## config.mk

```make
export PLATFORM = sky130hd
export DESIGN_NAME = rld_rotate_left_datapath
export DESIGN_NICKNAME = d
export VERILOG_FILES = /design/src/core/rld_pkg.sv /design/src/core/rotate_left_datapath.sv
export SDC_FILE = /design/constraint.sdc
export NUM_CORES = 1
export LEC_CHECK = 0
export ABC_AREA = 1
export CORE_UTILIZATION = 48
export CTS_CLUSTER_SIZE = 14
export DETAILED_ROUTE_END_ITERATION = 16
export DONT_BUFFER_PORTS = 1
export GPL_TIMING_DRIVEN = 0
export PLACE_DENSITY = 0.65
export SLEW_MARGIN = 20
export SYNTH_ARGS = -nofsm -noshare
export SYNTH_HDL_FRONTEND = slang
export SYNTH_SLANG_ARGS = --single-unit
```

## constraint.sdc

```tcl
create_clock -name clock -period 1.4 [get_ports clock]
set_input_delay 0.07 -clock clock [delete_from_list [all_inputs] [get_ports clock]]
set_output_delay 0.07 -clock clock [all_outputs]
set_load 0.01 [all_outputs]
```

## src/core/rld_pkg.sv

```systemverilog
package rld_pkg;

	// Opcode field layout, operand MSB and PC high byte slice
	localparam int OP_HI = 15;
	localparam int OP_LO = 9;
	localparam int DEST_BIT = 8;
	localparam int ADDR_HI = 7;
	localparam int MSB = 7;
	localparam int PCH_HI = 15;
	localparam int PCH_LO = 8;

	localparam logic [6:0] OPC_RLNC = 7'h11;
	localparam logic [6:0] OPC_RLC = 7'h0D;
	localparam logic [15:0] OPC_RETURN = 16'h0002;

	localparam logic [7:0] WORKING_REG_RST = 8'h00;
	localparam logic [15:0] PC_RST = 16'h0000;

	typedef enum logic [1:0] {
		RLD_Q1 = 2'b00,
		RLD_Q2 = 2'b01,
		RLD_Q3 = 2'b10,
		RLD_Q4 = 2'b11
	} rld_phase_e;

	typedef enum logic [1:0] {
		RLD_OP_NONE = 2'b00,
		RLD_OP_RLNC = 2'b01,
		RLD_OP_RLC  = 2'b10,
		RLD_OP_RET  = 2'b11
	} rld_op_e;

	// Instruction word presented to the datapath
	typedef struct packed {
		logic [15:0] word;
		logic        valid;
	} rld_instr_s;

	// File register write port
	typedef struct packed {
		logic [7:0] addr;
		logic [7:0] data;
		logic       we;
	} rld_fwrite_s;

	typedef struct packed {
		rld_phase_e  phase;
		rld_op_e     op;
		logic        dest;
		logic [7:0]  addr;
		logic [7:0]  operand;
		logic [7:0]  result;
		logic        carryOut;
		logic        carry;
		logic [7:0]  workingRegister;
		logic [15:0] pc;
		logic [7:0]  pcHighLatch;
		logic [7:0]  fileReadAddr;
		rld_fwrite_s fileWrite;
		logic        busy;
		logic        done;
	} rld_state_s;

endpackage

```

## src/core/rotate_left_datapath.sv

```systemverilog
// Decided for this implementation: the strobed register port and the placing of the registers.
`timescale 1ns/1ps
module rld_rotate_left_datapath (
	input  wire logic                 clock,
	input  wire logic                 rst,
	input  wire rld_pkg::rld_instr_s  instr,
	input  wire logic [7:0]           fileReadData,
	input  wire logic                 carryIn,
	input  wire logic                 carryLoad,
	input  wire logic [15:0]          stackTopValue,
	input  wire logic                 programCounterLowRead,
	output logic [7:0]                fileReadAddr,
	output rld_pkg::rld_fwrite_s      fileWrite,
	output logic [7:0]                workingRegister,
	output logic                      carry,
	output logic [15:0]               programCounter,
	output logic [7:0]                programCounterHighLatch,
	output logic                      busy,
	output logic                      done
);

	rld_pkg::rld_state_s state;
	rld_pkg::rld_state_s next_state;

	function automatic rld_pkg::rld_op_e decode(input logic [15:0] w);
		if (w == rld_pkg::OPC_RETURN) begin
			decode = rld_pkg::RLD_OP_RET;
		end else if (w[rld_pkg::OP_HI:rld_pkg::OP_LO] == rld_pkg::OPC_RLNC) begin
			decode = rld_pkg::RLD_OP_RLNC;
		end else if (w[rld_pkg::OP_HI:rld_pkg::OP_LO] == rld_pkg::OPC_RLC) begin
			decode = rld_pkg::RLD_OP_RLC;
		end else begin
			decode = rld_pkg::RLD_OP_NONE;
		end
	endfunction

	always_comb begin
		next_state = state;
		next_state.done = 1'b0;
		next_state.fileWrite.we = 1'b0;
		// Carry is owned by the status logic outside except during our write
		if (carryLoad) begin
			next_state.carry = carryIn;
		end
		// Low byte read refreshes high latch
		// latch from PC
		if (programCounterLowRead) begin
			next_state.pcHighLatch = state.pc[rld_pkg::PCH_HI:rld_pkg::PCH_LO];
		end
		case (state.phase)
			rld_pkg::RLD_Q1: begin
				next_state.op = instr.valid ? decode(instr.word) : rld_pkg::RLD_OP_NONE;
				next_state.dest = instr.word[rld_pkg::DEST_BIT];
				next_state.addr = instr.word[rld_pkg::ADDR_HI:0];
				next_state.fileReadAddr = instr.word[rld_pkg::ADDR_HI:0];
				next_state.busy = instr.valid;
				next_state.phase = rld_pkg::RLD_Q2;
			end
			rld_pkg::RLD_Q2: begin
				next_state.operand = fileReadData;
				next_state.phase = rld_pkg::RLD_Q3;
			end
			rld_pkg::RLD_Q3: begin
				case (state.op)
					rld_pkg::RLD_OP_RLNC: begin
						next_state.result = {state.operand[rld_pkg::MSB-1:0], state.operand[rld_pkg::MSB]};
						next_state.carryOut = state.carry;
					end
					rld_pkg::RLD_OP_RLC: begin
						next_state.result = {state.operand[rld_pkg::MSB-1:0], state.carry};
						next_state.carryOut = state.operand[rld_pkg::MSB];
					end
					default: begin
						next_state.result = state.operand;
						next_state.carryOut = state.carry;
					end
				endcase
				next_state.phase = rld_pkg::RLD_Q4;
			end
			rld_pkg::RLD_Q4: begin
				case (state.op)
					rld_pkg::RLD_OP_RLNC, rld_pkg::RLD_OP_RLC: begin
						if (state.dest) begin
							next_state.fileWrite.we = 1'b1;
							next_state.fileWrite.addr = state.addr;
							next_state.fileWrite.data = state.result;
						end else begin
							next_state.workingRegister = state.result;
						end
						if (state.op == rld_pkg::RLD_OP_RLC) begin
							next_state.carry = state.carryOut;
						end
						next_state.done = 1'b1;
					end
					rld_pkg::RLD_OP_RET: begin
						next_state.pc = stackTopValue;
						next_state.done = 1'b1;
					end
					default: begin
						next_state.done = 1'b0;
					end
				endcase
				next_state.busy = 1'b0;
				next_state.phase = rld_pkg::RLD_Q1;
			end
			default: begin
				next_state.phase = rld_pkg::RLD_Q1;
			end
		endcase
	end

	always_ff @(posedge clock) begin
		if (rst) begin
			state <= '0;
			state.phase <= rld_pkg::RLD_Q1;
			state.op <= rld_pkg::RLD_OP_NONE;
			state.workingRegister <= rld_pkg::WORKING_REG_RST;
			state.pc <= rld_pkg::PC_RST;
		end else begin
			state <= next_state;
		end
	end

	assign fileReadAddr = state.fileReadAddr;
	assign fileWrite = state.fileWrite;
	assign workingRegister = state.workingRegister;
	assign carry = state.carry;
	assign programCounter = state.pc;
	assign programCounterHighLatch = state.pcHighLatch;
	assign busy = state.busy;
	assign done = state.done;
endmodule
```

==> summary.md, run 1 <==
| Metric | Value |
|---|---|
| Crit-path max FO | 8 |
| Share of layout cells above drive strength 1 | 20.8% |
| CP peak stage delay | 0.34 ns |
| Pwr per Cell Area | 1310 nW/µm² |
| Area delta synth->final | 24.2% |
| Compound-gate portion of the synthesized area | 13.7% |
| Max_slew headroom | 67.0% |
| Syn_area_per_cell | 7.83 µm² |
| Worst clock skew | 0.0106 ns |
| Fmax achieved | 768 MHz |
| Arrival time at the worst endpoint | 1.59 ns |
| Total power | 5890 µW |
| Simple-gate share of the synthesized area | 20.8% |
| M3 GR Usage | 6.25% |
| CTS tree | yes |
| Mapped Cells | 461 |
| Num CTS Buffers | 9 |
| Clk_lat worst skew | 0.35 ns |
| Met1 Usage GRT | 26.7% |
| Register area | 1650 µm² |
| Longest Clk Path Bufs | 2 |
| Worst-path clk slew | 0.09 ns |
| Sequential power share | 47.4% |
| FILL cells | 678 |
| Crit path cell chain | inv_1 -> ha_4 -> nand2_4 -> nor2_4 -> buf_12 -> o21ai_0 -> nor2_1 |
| Antenna cells | 0 |
| Area of the core | 7250 µm² |
| Crit path launch type | flip-flop |
| Post-Synth XOR/XNOR Area | 0% |
| Routed vias/inst | 4.80 |
| Vias in the first global route | 2828 |
| Std cell rows | 31 |
| GP Congestion | 0.775 |
| Crit. End Element | flip-flop |
| Die Y-Extent | 88.7 µm |
| Pin count of the biggest net entering global routing | 14 |
| Antenna violations before repair | 0 |
| 1st-pass router iterations | 4 |
| Nets | 574 |
| Worst EP required | 1.69 ns |
| Clock sink total | 82 |
| Worst path buffer plus inverter count | 2 |
| GRT met2 Usage | 39.2% |
| Maximum vdd ir drop | 0.723 mV |
| Vias | 2989 |
| Die ar. | 7870 µm² |
| Routed wire per std cell | 13.4 µm |
| Slew @ Worst Pin | 0.495 ns |
| Clk pwr share | 36.1% |
| Comb pwr share | 16.6% |
| Syn_nets | 516 |
| Final min period | 1.30 ns |
| GRT busiest layer | met2 |
| Final Cycle Share | 93.0% |
| Cell Area, Synth | 3610 µm² |
| Maxcap violations | 0 |
| DRT Wirelength | 8320 µm |
| Max Slew Vio Count | 0 |
| Yosys warning count | 0 |
| Post-synthesis mux area share | 0.277% |
| H-tree depth reported by CTS | 3 |
| Leak Pwr | 0.00195 µW |
| Post-synthesis register bit count | 82 |
| Starting Density | 49.8% |
| Area share of fa/ha/maj cells after synthesis | 3.12% |
| Total GRT Usage | 22.3% |
| Grt total ovfl | 0 |
| Main combinational cell family by area after synthesis | simple AND/OR/NAND/NOR gates |
| Port Buffers | 0 |
| HP Class | primary input to flip-flop |
| Cell internal pwr | 4260 µW |
| Sequential fraction of the synthesis area | 45.5% |
| Net Switching | 1630 µW |
| # IOs | 106 |
| Core Util, Final | 61.8% |
| Clock root buffer | clkbuf_8 |
| Kind of cell adding the most delay to the critical path | flip-flops |
| Slowest CP cell | dfxtp_2 |
| Final HPWL DP | 5470 µm |
| Final Hold Viols | 0 |
| Net Sw Frac | 27.7% |
| Initial drt markers | 109 |
| Endpoints failing setup | 0 |
| Setup CP Type | flip-flop to flip-flop |
| Width of the chip | 88.7 µm |
| Routed Antenna Nets | 0 |
| Remaining DRCs | 0 |
| Global-route wire length before repair | 13300 µm |
| Status | finished, final reports clean |
| Multi-input logic area | 1390 µm² |
| Synth unique cells | 25 |
-- power by group through the flow --
stage               Sequential (µW)  Combinational (µW)  Clock [µW]
finish                         2790                 975        2130
global route                   2820                1130        2260
CTS                            2790                 949        2150
detailed placement             2840                 853           0
global placement               2830                 836           0
floorplan                      2760                 705           0
-- cell usage after synthesis, drive strengths merged --
cell / count / area [µm²]
o211ai: 1 / 7.51
a31oi: 1 / 6.26
nand2: 40 / 168
o21ai: 60 / 300
nor2: 116 / 450
dfxtp: 82 / 1640
clkbuf: 10 / 37.5
mux2i: 1 / 10.0
a21oi: 36 / 180
nor3: 1 / 5.00
inv: 18 / 72.6
clkinv: 1 / 3.75
nand4: 1 / 6.26
buf: 63 / 488
ha: 9 / 113
nand3: 21 / 120
-- flip-flops by register name (all words and copies together), names as in the netlist --
name and flops:
workingRegister 8, programCounter 16, fileWrite 17, busy 1, programCounterHighLatch 8, fileReadAddr 8
state 22, carry 1, done 1
-- through the flow --
stage	hold WS [ns]	setup WS, ns	cells	setup TNS, ns	instance area [µm²]
after detailed placement	0.143	-0.104	560	-1.37	3750
after floorplan	0.139	0.0689	461	0	3620
after CTS	0.0127	0.00466	621	0	4450
final	0.0212	0.0976	623	0	4480
after global routing	0.0270	-0.00475	623	-0.00719	4480
after global placement	0.142	-0.0842	560	-1.13	3750
-- layout make-up --
class	instances	share of cell area, %
Buffer	72	11.6
Timing Repair Buffer	48	10.5
Inverter	19	1.84
Sequential cell	82	36.7
Clock inverter	5	2.23
Tap cell	99	2.76
Multi-Input combinational cell	287	31.0
Clock buffer	11	3.38
-- final timing paths --
| path | cells after the start | endpoint | from | slack (ns) |
|---|---|---|---|---|
| hold / removal | 5 | state[86] | instr[11] | 0.02 |
| setup reg to reg | 7 | workingRegister[6] | state[87] | 0.1 |
| setup / recovery | 7 | workingRegister[6] | state[87] | 0.1 |
| hold reg to reg | 2 | fileWrite[15] | fileWrite[15] | 0.47 |
-- logic make-up (layout without fill, tap and decap cells) --
logic type / after synthesis / count (layout)
AOI/OAI and AO/OA: 98 / 98
adders and majority gates: 9 / 9
buffers and inverters: 92 / 155
DFF: 82 / 82
muxes: 1 / 1
and+or+nand+nor: 179 / 179
-- layer usage --
layer	vias up	wire, µm
li1	1549	-
met1	1358	3790
met2	73	4130
met3	9	318
met4	0	85
met5	-	0
-- placed cells by master (no fill, tap or decap), drive strengths merged --
cell type,netlist,routed
a31oi,1,1
nor3,1,1
inv,18,18
dfxtp,82,82
nand3,21,21
bufinv,0,3
clkinv,1,2
o21ai,60,60
clkinvlp,0,1
o211ai,1,1
mux2i,1,1
buf,63,71
nor2,116,116
a21oi,36,36
nand2,40,40
nand4,1,1
dlygate4sd3,0,39
ha,9,9
clkbuf,10,21
-- timing repair --
action | in CTS | in global routing
resized for setup | 5 | 13
pin swaps | 2 | 1
setup buffers | 6 | 3
setup endpoints to repair | 29 | 52
hold buffers | 39 | 0
hold endpoints to repair | 47 | 0
-- worst min-delay path, delay by kind of cell --
family           cells  cell delay [ns]
AND/OR/NAND/NOR      4             0.20
AO/OA/AOI/OAI        1             0.06
No activity file was read; power rests on OpenSTA's default activity.
==> run 2: changes to the inputs <==
ABC_AREA = default   (was 1)
GPL_ROUTABILITY_DRIVEN = 1   (was default)
==> summary.md, run 2 <==
| Metric | Value |
|---|---|
| Status | finished with violations |
| Failing checks | negative setup slack |
| Longest Clk Path Bufs | 2 |
| Slowest CP cell | dfxtp_2 |
| Largest register FFs | 22 |
| Area delta synth->final | 27.8% |
| Post-synthesis register bit count | 82 |
| Mapped Cells | 404 |
| Top cells by count, synth | 82 x dfxtp_1, 67 x nand2_1, 62 x buf_4 |
| Width of the chip | 89.1 µm |
| Synth unique cells | 35 |
| Crit path launch type | flip-flop |
| Place WS | -0.132 ns |
| Core Util, Final | 63.9% |
| Most used DFF post-synth | dfxtp_1 |
| Worst hold slack | 0.0408 ns |
| Slew @ Worst Pin | 0.595 ns |
| Synth top area cells | dfxtp_1 45%, buf_4 13%, mux2i_1 9.3% |
| Leak Pwr | 0.00196 µW |
| Crit-path max FO | 7 |
| Clock sink total | 82 |
| Most common cell after layout, fill and taps aside | dfxtp_1 |
| H-tree depth reported by CTS | 3 |
| Async set-reset flop share out of synthesis | 0% |
| Starting Density | 50.0% |
| Maxcap violations | 0 |
| Final min period | 1.41 ns |
| Arrival time at the worst endpoint | 1.64 ns |
| Syn_area_per_cell | 9.02 µm² |
| Antenna cells | 0 |
| Pwr per Cell Area | 1250 nW/µm² |
| Total GRT Usage | 20.3% |
| Endpoints failing setup | 1 |
| Synth area leader | dfxtp_1 |
| Routed wire per std cell | 14.3 µm |
| Std cell rows | 31 |
| Crit path cell chain | buf_4 -> ha_2 -> o21a_4 -> a221oi_2 -> nor3_1 |
| Total power | 5830 µW |
| Port Buffers | 0 |
| Worst EP required | 1.63 ns |
| Worst clock skew | 0.0124 ns |
| Syn_nets | 459 |
| Clock root buffer | clkbuf_8 |
| Cell Area, Synth | 3640 µm² |
| Most flops, register | state |
| Worst-path clk slew | 0.08 ns |
| Die ar. | 7940 µm² |
| Kind of cell adding the most delay to the critical path | compound AO/OA/AOI/OAI gates |
| Vias | 2748 |
| Worst path buffer plus inverter count | 1 |
| Final Cycle Share | 101% |
| FILL cells | 620 |
| Fmax achieved | 710 MHz |
| Maximum vdd ir drop | 0.752 mV |
| Final Hold Viols | 0 |
| Routed vias/inst | 4.89 |
| HP Class | primary input to flip-flop |
| Pin count of the biggest net entering global routing | 15 |
| Setup_tns | -0.00807 ns |
| Top-count cell post-synth | dfxtp_1 |
| RSZ-0062 raised after global routing | yes |
| Sequential fraction of the synthesis area | 45.1% |
| CTS tree | yes |
| Remaining DRCs | 0 |
| Most frequent cells in the layout | 78 x dfxtp_1, 59 x buf_4, 57 x nand2_1 |
| Final HPWL DP | 5470 µm |
| Setup CP Type | flip-flop to flip-flop |
| Die Y-Extent | 89.1 µm |
| Max Slew Vio Count | 0 |
| Num CTS Buffers | 9 |
| # IOs | 106 |
| Nets | 513 |
| Global-route wire length before repair | 12100 µm |
| Vias in the first global route | 2506 |
| Grt total ovfl | 0 |
| Antenna violations before repair | 0 |
| Final worst setup slack | -0.00807 ns |
| Max_slew headroom | 60.3% |
| Crit. End Element | flip-flop |
| Clk_lat worst skew | 0.34 ns |
| Routed Antenna Nets | 0 |
| DRT Wirelength | 8040 µm |
| Number of synthesized flops with an enable pin | 0 |
| Post-synth top area share | 45.1% |
| 1st-pass router iterations | 6 |
| Yosys warning count | 0 |
| CP peak stage delay | 0.33 ns |
| GP Congestion | 0.767 |
| Share of layout cells above drive strength 1 | 29.8% |
| Area of the core | 7290 µm² |
| Initial drt markers | 54 |
==> run 2: worst register-to-register path, cell delays in order (launching register included) <==
cell and delay, ns:
dfxtp_2 0.33, buf_4 0.14, ha_2 0.20, o21a_4 0.26, a221oi_2 0.30, nor3_1 0.07
==> run 2: cells by family after synthesis <==
kind of cell / synth area share [%]
compound gates: 9.10
fa+ha+maj: 3.09
buf+inv: 16.4
flops: 45.1
mux: 9.34
simple gates: 17.0
==> run 2: layout make-up <==
class | instances | area, µm² | share of cell area (%)
Buffer | 76 | 571 | 12.3
Clock buffer | 11 | 151 | 3.25
Clock inverter | 5 | 108 | 2.31
Inverter | 7 | 32.5 | 0.699
Multi-Input combinational cell | 236 | 1550 | 33.2
Sequential cell | 82 | 1650 | 35.4
Tap cell | 99 | 124 | 2.66
Timing Repair Buffer | 45 | 470 | 10.1
Timing Repair inverter | 1 | 7.51 | 0.161
==> run 2: power by group <==
group | switching, µW | internal (µW) | leakage [µW]
Sequential | 182 | 2510 | 0.000667
Combinational | 504 | 494 | 0.00116
Clock | 849 | 1300 | 0.000131
==> run 2: per-layer routing <==
layer,GRT usage (%),vias to the layer above,wire [µm]
li1,-,1392,-
met1,24.6,1261,3550
met2,35.9,85,4010
met3,3.51,10,370
met4,7.94,0,100
met5,0,-,0
==> run 2: final timing paths <==
kind                     start           endpoint  slack, ns  cells past startpoint
max                  state[86]          state[65]     -0.008                      5
min                   instr[0]               busy       0.04                      3
max reg2reg          state[86]          state[65]     -0.008                      5
min reg2reg  programCounter[7]  programCounter[7]       0.46                      2
==> run 2: per-stage QoR <==
step,instances,area (µm²)
3_3_place_gp,503,3790
6_report,562,4660
3_5_place_dp,503,3790
4_1_cts,560,4490
5_1_grt,562,4660
2_1_floorplan,404,3670
==> run 2: repair_timing <==
action                                  4_1_cts  5_1_grt
pin swaps                                     1        9
hold buffers                                 41        0
endpoints found under the setup margin       36       48
gates cloned                                  0        2
endpoints found under the hold margin        35        0
resized for setup                            10       35
setup buffers                                 2        1
